## config.mk

```make
export PLATFORM = sky130hd
export DESIGN_NAME = vlm_regs
export DESIGN_NICKNAME = d
export VERILOG_FILES = /design/src/hw/vlm_pkg.sv /design/src/hw/vlm_slew_if.sv /design/src/hw/vlm_slew.sv /design/src/hw/vlm_regs.sv
export SDC_FILE = /design/constraint.sdc
export NUM_CORES = 1
export LEC_CHECK = 0
export CORE_MARGIN = 3
export CORE_UTILIZATION = 40
export DETAILED_ROUTE_END_ITERATION = 6
export DONT_BUFFER_PORTS = 1
export GPL_TIMING_DRIVEN = 1
export SYNTH_ARGS = -nofsm -noshare
export SYNTH_HDL_FRONTEND = slang
export SYNTH_HIERARCHICAL = 1
export SYNTH_SLANG_ARGS = --single-unit
```

## constraint.sdc

```tcl
create_clock -name CLK -period 15.9 [get_ports CLK]
set_clock_uncertainty 0.1 [all_clocks]
set_input_delay 0.795 -clock CLK [delete_from_list [all_inputs] [get_ports CLK]]
set_output_delay 0.795 -clock CLK [all_outputs]
set_load 0.005 [all_outputs]
```

## src/hw/vlm_pkg.sv

```systemverilog
// Constants shared by the output-voltage limit and margin register block
package vlm_pkg;
    localparam logic [7:0]  CODE_UPPER_LIMIT = 8'h24;
    localparam logic [7:0]  CODE_MARGIN_HIGH = 8'h25;
    localparam logic [7:0]  CODE_MARGIN_LOW  = 8'h26;
    localparam int          DATA_W           = 16;
    localparam logic [15:0] RST_UPPER_LIMIT  = 16'h0000;
    localparam logic [15:0] RST_MARGIN_HIGH  = 16'h0000;
    localparam logic [15:0] RST_MARGIN_LOW   = 16'h0000;
    localparam logic [15:0] RST_TARGET       = 16'h0000;
    localparam logic [1:0]  MARGIN_NONE      = 2'h0;
    localparam logic [1:0]  MARGIN_LOW_SEL   = 2'h1;
    localparam logic [1:0]  MARGIN_HIGH_SEL  = 2'h2;
    localparam int          CLK_PERIOD_NS    = 50;
    localparam int          SLEW_TICK_NS     = 1000;
    localparam int          SLEW_TICK_CYC    = (SLEW_TICK_NS + CLK_PERIOD_NS - 1) / CLK_PERIOD_NS;
    typedef enum logic [1:0] {
        VLM_HOLD = 2'b00,
        VLM_UP   = 2'b01,
        VLM_DOWN = 2'b11
    } vlm_slew_e;
endpackage : vlm_pkg

```

## src/hw/vlm_slew_if.sv

```systemverilog
// Interface between the register logic and the target slew ramp
`timescale 1ns/10ps
interface vlm_slew_if;
    logic [15:0] goal;
    logic [15:0] step;
    logic [15:0] now;
    logic        settled;
    modport regs (output goal, output step, input now, input settled);
    modport ramp (input goal, input step, output now, output settled);
endinterface : vlm_slew_if

```

## src/hw/vlm_slew.sv

```systemverilog
// Slew ramp that walks the output target toward its goal once per tick
`timescale 1ns/10ps
module vlm_slew
    import vlm_pkg::*;
#(
    parameter int TICK_CYC = SLEW_TICK_CYC
) (
    input  wire logic  clk,
    input  wire logic  rst_n,
    vlm_slew_if.ramp   sl
);
    localparam int CW = $clog2(TICK_CYC + 1);
    localparam logic [CW-1:0] TICK_LAST = CW'(TICK_CYC - 1);

    logic [CW-1:0] tick_cnt;
    logic [15:0]   now;
    vlm_slew_e     state;
    vlm_slew_e     next_state;
    logic [15:0]   next_now;

    wire           tick     = (tick_cnt == TICK_LAST);
    wire  [15:0]   gap_up   = sl.goal - now;
    wire  [15:0]   gap_down = now - sl.goal;
    wire           step_zero = (sl.step == 16'h0000);

    assign sl.now     = now;
    assign sl.settled = (now == sl.goal);

    always_comb begin
        next_state = state;
        next_now   = now;
        case (state)
            VLM_HOLD: begin
                if (sl.goal > now) begin
                    next_state = VLM_UP;
                end else if (sl.goal < now) begin
                    next_state = VLM_DOWN;
                end
            end
            VLM_UP: begin
                if (sl.goal <= now) begin
                    next_state = VLM_HOLD;
                end else if (tick) begin
                    // Zero step jumps straight to the goal
                    next_now = (step_zero || sl.step >= gap_up) ? sl.goal : now + sl.step;
                end
            end
            VLM_DOWN: begin
                if (sl.goal >= now) begin
                    next_state = VLM_HOLD;
                end else if (tick) begin
                    next_now = (step_zero || sl.step >= gap_down) ? sl.goal : now - sl.step;
                end
            end
            default: begin
                next_state = VLM_HOLD;
            end
        endcase
    end

    always_ff @(posedge clk or negedge rst_n) begin
        if (!rst_n) begin
            tick_cnt <= '0;
            now      <= RST_TARGET;
            state    <= VLM_HOLD;
        end else begin
            tick_cnt <= tick ? '0 : tick_cnt + CW'(1);
            now      <= next_now;
            state    <= next_state;
        end
    end
endmodule : vlm_slew

```

## src/hw/vlm_regs.sv

```systemverilog
// Output-voltage upper limit, margin targets, clamping and warning status
//
// How it works
// - Upper limit sits at command 24h; host writes and reads it by word.
// - The upper limit caps every commanded output target regardless of source.
// - Upper limit is 16-bit read/write, loaded from non-volatile memory at power up.
// - With conversion on, a target above the limit raises the limit warning.
// - A violating target is moved to the limit through the slew ramp.
// - Violation sets none-of-above, status-word output bit and the limit warning bit.
// - Violation notifies the host through the alert line.
// - Writing a limit below the present target clamps, flags and notifies likewise.
// - Margin-high target at 25h is 16-bit read/write, loaded from memory.
// - Margin high selected gives target margin-high plus trim.
// - Margin-low target at 26h is 16-bit read/write, loaded from memory.
// - Margin low selected gives target margin-low plus trim.
// - Entering or leaving margin slews at the configured rate.
// - Margin plus trim is bounded by the limit like the nominal command.
// - Out-of-range margin writes are rejected, flagged invalid and the host notified.
// - Trim is a signed offset added to the selected value, applied via slew.
`timescale 1ns/10ps
module vlm_regs
    import vlm_pkg::*;
#(
    parameter int TICK_CYC = SLEW_TICK_CYC
) (
    input  wire logic        CLK,
    input  wire logic        RST_N,
    input  wire logic        NVM_LOAD,
    input  wire logic [15:0] NVM_UPPER_LIMIT,
    input  wire logic [15:0] NVM_MARGIN_HIGH,
    input  wire logic [15:0] NVM_MARGIN_LOW,
    input  wire logic        CMD_WR,
    input  wire logic        CMD_RD,
    input  wire logic [7:0]  CMD_CODE,
    input  wire logic [15:0] CMD_WDATA,
    output logic      [15:0] CMD_RDATA,
    output logic             CMD_RVALID,
    output logic             CMD_UNSUP,
    input  wire logic [15:0] VOUT_NOMINAL,
    input  wire logic [15:0] VOUT_TRIM,
    input  wire logic [1:0]  OP_MARGIN,
    input  wire logic        CONV_EN,
    input  wire logic [15:0] DAC_MAX,
    input  wire logic [15:0] SLEW_STEP,
    input  wire logic        CLEAR_FAULTS,
    output logic      [15:0] TARGET,
    output logic             TARGET_SETTLED,
    output logic             STS_NONE_OF_ABOVE,
    output logic             STS_WORD_VOUT,
    output logic             LIMIT_WARNING_BIT,
    output logic             STS_INVALID_DATA,
    output logic             ALERT_N
);
    ////////////////////////////////////////////////////////////////////////
    // Registers and decode
    logic [15:0] output_voltage_upper_limit;
    logic [15:0] margin_high_target;
    logic [15:0] margin_low_target;
    logic        warn;
    logic        invalid;
    logic        alert;

    wire hit_limit = (CMD_CODE == CODE_UPPER_LIMIT);
    wire hit_high  = (CMD_CODE == CODE_MARGIN_HIGH);
    wire hit_low   = (CMD_CODE == CODE_MARGIN_LOW);
    wire hit_any   = hit_limit | hit_high | hit_low;
    wire wr_limit  = CMD_WR & hit_limit;

    ////////////////////////////////////////////////////////////////////////
    // Target selection and bounds
    wire margin_high_field = (OP_MARGIN == MARGIN_HIGH_SEL);
    wire margin_low_field  = (OP_MARGIN == MARGIN_LOW_SEL);

    wire [15:0] sel_base = margin_high_field ? margin_high_target :
                           margin_low_field  ? margin_low_target  :
                           VOUT_NOMINAL;

    // Signed 18-bit sum so a negative trim cannot wrap to a huge target
    wire signed [17:0] sum = $signed({2'b00, sel_base}) + $signed({{2{VOUT_TRIM[15]}}, VOUT_TRIM});
    wire        sum_neg  = sum[17];
    wire [16:0] sum_mag  = sum_neg ? 17'h00000 : sum[16:0];
    wire        over_lim = (sum_mag > {1'b0, output_voltage_upper_limit});

    // Limit clamp reports; hardware range clamp is silent
    wire [15:0] lim_goal = over_lim ? output_voltage_upper_limit : sum_mag[15:0];
    wire [15:0] goal     = (lim_goal > DAC_MAX) ? DAC_MAX : lim_goal;
    wire        limit_violation_condition = CONV_EN & over_lim;

    // A margin write is out of range if it plus trim leaves the hardware range
    wire signed [17:0] wsum = $signed({2'b00, CMD_WDATA}) + $signed({{2{VOUT_TRIM[15]}}, VOUT_TRIM});
    wire        wr_bad   = wsum[17] | (wsum[16:0] > {1'b0, DAC_MAX});
    wire        wr_margin = CMD_WR & (hit_high | hit_low);
    wire        reject   = wr_margin & wr_bad;
    wire        wr_high  = CMD_WR & hit_high & ~wr_bad;
    wire        wr_low   = CMD_WR & hit_low & ~wr_bad;

    wire [15:0] rd_mux = hit_limit ? output_voltage_upper_limit :
                         hit_high  ? margin_high_target :
                         hit_low   ? margin_low_target  : 16'h0000;

    // Setting flags beat a clear in the same cycle
    wire next_warn    = (warn & ~CLEAR_FAULTS) | limit_violation_condition;
    wire next_invalid = (invalid & ~CLEAR_FAULTS) | reject;

    ////////////////////////////////////////////////////////////////////////
    // Slew ramp
    vlm_slew_if sl_if ();
    assign sl_if.goal = goal;
    assign sl_if.step = SLEW_STEP;

    vlm_slew #(
        .TICK_CYC (TICK_CYC)
    ) u_slew (
        .clk   (CLK),
        .rst_n (RST_N),
        .sl    (sl_if)
    );

    ////////////////////////////////////////////////////////////////////////
    // Storage
    always_ff @(posedge CLK or negedge RST_N) begin
        if (!RST_N) begin
            output_voltage_upper_limit <= RST_UPPER_LIMIT;
        end else if (NVM_LOAD) begin
            output_voltage_upper_limit <= NVM_UPPER_LIMIT;
        end else if (wr_limit) begin
            output_voltage_upper_limit <= CMD_WDATA;
        end
    end

    always_ff @(posedge CLK or negedge RST_N) begin
        if (!RST_N) begin
            margin_high_target <= RST_MARGIN_HIGH;
            margin_low_target  <= RST_MARGIN_LOW;
        end else if (NVM_LOAD) begin
            margin_high_target <= NVM_MARGIN_HIGH;
            margin_low_target  <= NVM_MARGIN_LOW;
        end else begin
            if (wr_high) begin
                margin_high_target <= CMD_WDATA;
            end
            if (wr_low) begin
                margin_low_target <= CMD_WDATA;
            end
        end
    end

    always_ff @(posedge CLK or negedge RST_N) begin
        if (!RST_N) begin
            warn    <= 1'b0;
            invalid <= 1'b0;
            alert   <= 1'b0;
        end else begin
            warn    <= next_warn;
            invalid <= next_invalid;
            alert   <= next_warn | next_invalid;
        end
    end

    always_ff @(posedge CLK or negedge RST_N) begin
        if (!RST_N) begin
            CMD_RDATA  <= 16'h0000;
            CMD_RVALID <= 1'b0;
            CMD_UNSUP  <= 1'b0;
        end else begin
            CMD_RVALID <= CMD_RD & hit_any;
            CMD_UNSUP  <= (CMD_RD | CMD_WR) & ~hit_any;
            if (CMD_RD) begin
                CMD_RDATA <= rd_mux;
            end
        end
    end

    ////////////////////////////////////////////////////////////////////////
    // Outputs
    assign TARGET            = sl_if.now;
    assign TARGET_SETTLED    = sl_if.settled;
    assign STS_NONE_OF_ABOVE = warn | invalid;
    assign STS_WORD_VOUT     = warn;
    assign LIMIT_WARNING_BIT = warn;
    assign STS_INVALID_DATA  = invalid;
    assign ALERT_N           = ~alert;
endmodule : vlm_regs

```

==> reports/qor.csv, run 1 <==
metric;value;unit
CTS root buf;clkbuf_16;
pre-CTS setup slack;2.04;ns
routability cong.;0.975;
number of DRC markers in iteration 0;794;
EDFF count, synth;0;
Total Routing Usage GR;0.226;
insertion delay to the later sink of the worst-skew pair;0.36;ns
initial antenna violation count;1;
CTS max path bufs;2;
CTS sink count;92;
Final WS setup;2.28;ns
Routed WL per cell;21.0;microns
Worst Path Arrival;13.78;ns
slowest CP cell;nor2_1;
worst-path fanout max;46;
NumNets Final;1799;
Die X;183;microns
DIE AREA;0.0336;sq mm
Synth Warn #;6;
num rows;64;
WP data required;16.07;ns
Slew headroom;0.152;
placed cell areas;0.0128;sq mm
CP peak stage delay;0.78;ns
number of global-route vias before repair;11100;
Resize count post-CTS;0;
H-tree depth;3;
IO Port Bufs;0;
first-pass GRT wire length;60900;microns
worst path bufs/invs;4;
Antenna Nets Post-Route;0;
Layout area overhead;4.14;%
Synth Net Count;1847;
Max Freq;0.0734;GHz
CTS Buf Count;9;
Hold Crit Class;primary input to async pin;
layout cells sized above 1;0.0833;
Worst-path clk slew;0.08;ns
setup TNS;0;ns
Final period util;0.856;
synthesized instance count;1520;
syn avg cell area;8.28;sq um
Most common cell on crit path;ha_1;
number of setup violations in the final report;0;
finished layout cell area;0.0131;sq mm
VDD IR max;96.4;uV
Post-Syn Area;0.0126;sq mm
post-synthesis sequential area ratio;0.183;
Vias;11400;
DP Cell Count;1857;
I/O pin total;185;
global route overflow;0;
hold buffer count at CTS;0;
Leakage;5.94;nW
Crit Path Class;primary input to flop;
final hold vios;0;
drt pass-1 iters;5;
pwr dens;206;mW/mm^2
final-report max-slew violation count;0;
CTS tree;done;
outcome;complete, no violations;
CP Capture Type;flop;
postcts setup bufs;0;
Post-synth top flop;dfrtp_1;
# DRC;0;
Starting Density;0.408;
ys async rst share;1.00;
Via density;6.06;
crit-path leading delay family;simple AND/OR/NAND/NOR gates;
#FFs+latches synth;92;
Worst Tran Pin Value;1.27;ns
CP startpoint kind;primary input;
Netlist cell types;97;
Core Util, Final;0.425;
RSZ-0062 raised after global routing;false;
core area;0.0308;sq mm
largest net degree at the start of global routing;93;
hpwl dp;31600;microns
Layout Cells excl Fill;1874;
Max Cap Violations;0;
Total Routed Length;39300;microns
Die Ht;183;microns
fin crit period;13.62;ns
## cell usage after synthesis (6+ instances only)
cell type  instances  area [sq um]
ha_1             176          2200
inv_1            143           537
a21oi_1          117           586
dfrtp_1           92          2300
nor2_1            92           345
nand2_1           85           319
o21ai_0           79           395
mux2i_1           54           541
mux2_2            46           518
nor3_1            44           220
xnor2_1           44           385
clkbuf_1          42           158
nor2b_1           41           257
o31ai_1           33           248
a211oi_1          30           225
a21o_1            29           218
a22oi_1           23           173
nand3_1           22           110
nand4_1           21           131
mux2_4            20           300
o22ai_1           20           125
xor2_1            20           175
nand2b_1          17           106
o21a_1            14           105
a31oi_1           12          75.1
or3_1             12          75.1
o211ai_1          11          82.6
buf_2              9          45.0
o21bai_1           9          67.6
nor4_1             8          50.1
and3_1             7          43.8
a41oi_1            6          52.6
buf_1              6          22.5
fa_1               6           120
o41ai_1            6          52.6
or2_2              6          37.5
## cell usage in the layout, fill, tap and decap left out, types with 6 or more instances in the layout
| master | synthesis | routed |
|---|---|---|
| a211oi_1 | 30 | 30 |
| a21o_1 | 29 | 29 |
| a21oi_1 | 117 | 117 |
| a22oi_1 | 23 | 23 |
| a31oi_1 | 12 | 12 |
| a41oi_1 | 6 | 6 |
| and3_1 | 7 | 7 |
| buf_4 | 1 | 8 |
| clkbuf_16 | 0 | 9 |
| dfrtp_1 | 92 | 92 |
| fa_1 | 6 | 6 |
| ha_1 | 176 | 176 |
| inv_1 | 143 | 143 |
| mux2_2 | 46 | 46 |
| mux2_4 | 20 | 20 |
| mux2i_1 | 54 | 54 |
| nand2_1 | 85 | 85 |
| nand2b_1 | 17 | 17 |
| nand3_1 | 22 | 22 |
| nand4_1 | 21 | 21 |
| nor2_1 | 92 | 92 |
| nor2b_1 | 41 | 41 |
| nor3_1 | 44 | 44 |
| nor4_1 | 8 | 8 |
| o211ai_1 | 11 | 11 |
| o21a_1 | 14 | 14 |
| o21ai_0 | 79 | 79 |
| o21bai_1 | 9 | 9 |
| o22ai_1 | 20 | 20 |
| o31ai_1 | 33 | 33 |
| o41ai_1 | 6 | 6 |
| or2_2 | 6 | 6 |
| or3_1 | 12 | 12 |
| xnor2_1 | 44 | 44 |
| xor2_1 | 20 | 20 |
## worst paths after layout
kind	start	to	slack (ns)	cells past startpoint
max	OP_MARGIN[0]	u_slew/sl.now[5]	2.28	45
min	RST_N	margin_high_target[12]	0.02	0
min reg2reg	u_slew/tick_cnt[0]	u_slew/tick_cnt[0]	0.37	1
max in group asynchronous	RST_N	alert	15.55	0
max reg2reg	margin_low_target[1]	u_slew/sl.now[5]	2.37	45
min in group CLK	u_slew/tick_cnt[0]	u_slew/tick_cnt[0]	0.37	1
## kinds of logic after synthesis
kind of cell	synth area share
fa+ha+maj	0.185
simple gates	0.156
compound gates	0.250
buf+inv	0.0709
xor+xnor	0.0446
flops	0.183
mux	0.111
## per-stage QoR
stage               power, W  hold WS (ns)
finish               0.00270        0.0176
detailed placement   0.00244         0.374
CTS                  0.00268        0.0110
global placement     0.00239         0.345
global route         0.00296       0.00525
floorplan            0.00198         0.333
## layer usage
layer  vias up  global-route usage  part of all wire
met3        46              0.0534             0.076
met5         -                   0                 0
met1      5451               0.289              0.44
li1       5492                   -                 -
met4         0              0.0661             0.024
met2       376               0.380              0.46
## sequential cells by signal, summed over array words and instances, names as in the netlist
| name | cells |
|---|---|
| LIMIT_WARNING_BIT | 1 |
| CMD_RDATA | 16 |
| margin_high_target | 16 |
| output_voltage_upper_limit | 16 |
| STS_INVALID_DATA | 1 |
| CMD_UNSUP | 1 |
| u_slew/state | 2 |
| u_slew/sl.now | 16 |
| alert | 1 |
| CMD_RVALID | 1 |
| margin_low_target | 16 |
| u_slew/tick_cnt | 5 |
## layout make-up
type	instances	area, sq um
clock buffers	10	239
diodes	1	2.50
well taps	396	495
repair buffers	8	60.1
inverters	144	541
multi-input cells	1217	9400
fillers	3097	17700
flip-flops and latches	92	2300
clock inverters	6	62.6
## power by group
part / switching (W) / internal [W]
Clock: 0.000116 / 0.000115
Sequential: 0.0000595 / 0.000266
Combinational: 0.00127 / 0.000865
Power figures use the tool's default switching activity.
==> run 2, diff against run 1 <==
Settings changed: REMOVE_ABC_BUFFERS set to 1.
==> run 2 against run 1 <==
- first-iteration DRC count is 9.7% lower
- critical endpoint is now u_slew/sl.now[3]
- largest power group unchanged
- cell area is 0.33% higher
- sequential power hardly changed
- sequential cell count stayed put
==> reports/qor.csv, run 2 (synthesis gave the netlist of run 1 again) <==
metric;value;unit;change
hpwl dp;31100;microns;-1.4%
CTS Buf Count;9;;unchanged
worst-path fanout max;46;;unchanged
Worst Tran Pin Value;1.11;ns;-0.154 ns
CTS root buf;clkbuf_16;;
CP peak stage delay;0.71;ns;-0.07 ns
Hold Crit Class;primary input to async pin;;
Die Ht;183;microns;unchanged
initial antenna violation count;0;;-1
crit-path leading delay family;compound AO/OA/AOI/OAI gates;;
H-tree depth;3;;unchanged
CTS tree;done;;
CTS sink count;92;;unchanged
number of setup violations in the final report;0;;unchanged
Slew headroom;0.255;;+0.103
Layout area overhead;4.48;%;
# DRC;0;;unchanged
Final period util;0.858;;+0.00140
CP startpoint kind;primary input;;
Core Util, Final;0.426;;+0.00138
layout cells sized above 1;0.0838;;+0.000507
Resize count post-CTS;0;;unchanged
most frequent cells in the layout;ha_1 (176), inv_1 (143), a21oi_1 (117), dfrtp_1 (92), nor2_1 (92);;
Leakage;5.96;nW;+0.31%
Worst-path clk slew;0.08;ns;about the same
drt pass-1 iters;5;;unchanged
Crit Path Class;primary input to flop;;
num rows;64;;unchanged
VDD IR max;91.0;uV;-5.6%
crit path capture;u_slew/sl.now[3];;
Worst Path Arrival;13.79;ns;about the same
Vias;11300;;-0.43%
Total Routed Length;39000;microns;-0.68%
slowest CP cell;nor2_1;;
Critical Path Stages;47;;+4.4%
CTS max path bufs;2;;unchanged
Die X;183;microns;unchanged
fin crit period;13.64;ns;+0.0223 ns
DIE AREA;0.0336;sq mm;unchanged
launch point of the worst reg-to-reg path;margin_low_target[1];;
outcome;complete, no violations;;
Layout Cells excl Fill;1876;;+0.11%
Worst Reg-to-Reg Cells;47;;+4.4%
Max Cap Violations;0;;unchanged
global route overflow;0;;unchanged
RSZ-0062 raised after global routing;false;;
I/O pin total;185;;unchanged
Antenna Nets Post-Route;0;;unchanged
first-pass GRT wire length;61000;microns;+0.23%
worst path bufs/invs;4;;unchanged
register-to-register setup slack;2.34;ns;-0.03 ns
NumNets Final;1803;;+0.22%
IO Port Bufs;0;;unchanged
WP data required;16.06;ns;about the same
final hold vios;0;;unchanged
number of global-route vias before repair;11100;;+0.28%
Max Freq;0.0733;GHz;-0.16%
final-report max-slew violation count;0;;unchanged
setup TNS;0;ns;unchanged
DP Cell Count;1858;;+0.054%
Fillers;3061;;-1.2%
Via density;6.03;;-0.54%
CP Capture Type;flop;;
crit path launch;OP_MARGIN[0];;
insertion delay to the later sink of the worst-skew pair;0.38;ns;+0.02 ns
Routed WL per cell;20.8;microns;-0.79%
core area;0.0308;sq mm;unchanged
routability cong.;0.939;;-3.7%
Total Routing Usage GR;0.228;;+0.00208
reg2reg end;u_slew/sl.now[3];;
antenna fix cells;0;;-1
Starting Density;0.408;;unchanged
Most common cell on crit path;ha_1;;
commonest non-fill, non-tap cell in the layout;ha_1;;
number of DRC markers in iteration 0;717;;-9.7%
pwr dens;205;mW/mm^2;-0.23%
largest net degree at the start of global routing;74;;-20%
[run 2: timing repair]
| item | in CTS | in global routing |
|---|---|---|
| hold buffers | 1 | 2 |
| buffers inserted | 0 | 0 |
| hold endpoints to repair | 20 | 4 |
[run 2: per-layer routing]
| layer | vias to the layer above | track usage | part of all wire |
|---|---|---|---|
| li1 | 5491 | - | - |
| met1 | 5410 | 0.293 | 0.44 |
| met5 | - | 0 | 0 |
| met3 | 49 | 0.0561 | 0.071 |
| met4 | 0 | 0.0661 | 0.023 |
| met2 | 366 | 0.380 | 0.46 |
[run 2: power by group]
part           internal [W]  switching, W
clock              0.000127      0.000110
sequential         0.000266     0.0000599
combinational      0.000866       0.00127
[run 2: worst min path at each step]
| stage | from | endpoint | slack [ns] | cells past startpoint |
|---|---|---|---|---|
| 2_1_floorplan | u_slew/tick_cnt[0] | u_slew/tick_cnt[0] | 0.33 | 1 |
| 3_3_place_gp | u_slew/tick_cnt[0] | u_slew/tick_cnt[0] | 0.35 | 1 |
| 3_5_place_dp | u_slew/tick_cnt[0] | u_slew/tick_cnt[0] | 0.36 | 1 |
| 4_1_cts | RST_N | margin_low_target[12] | 0.001 | 0 |
| 5_1_grt | RST_N | margin_high_target[10] | 0.001 | 0 |
| 6_report | RST_N | CMD_UNSUP | 0.02 | 0 |
[run 2: area by class of cell]
class / instances / area, sq um / area share
Multi-Input combinational cell: 1217 / 9400 / 0.715
Sequential cell: 92 / 2300 / 0.175
Inverter: 144 / 541 / 0.0411
Tap cell: 396 / 495 / 0.0377
Clock buffer: 10 / 239 / 0.0182
Timing Repair Buffer: 12 / 108 / 0.00819
Clock inverter: 5 / 60.1 / 0.00457
[run 2: metrics by stage]
stage	area [sq um]	worst slack (ns)	total power, W	hold slack (ns)
after floorplan	12200	2.26	0.00193	0.333
after global placement	12800	2.48	0.00242	0.349
after detailed placement	12800	2.07	0.00244	0.363
after CTS	13100	2.45	0.00269	0.00125
after global routing	13100	1.43	0.00298	0.00108
final	13100	2.26	0.00270	0.0192
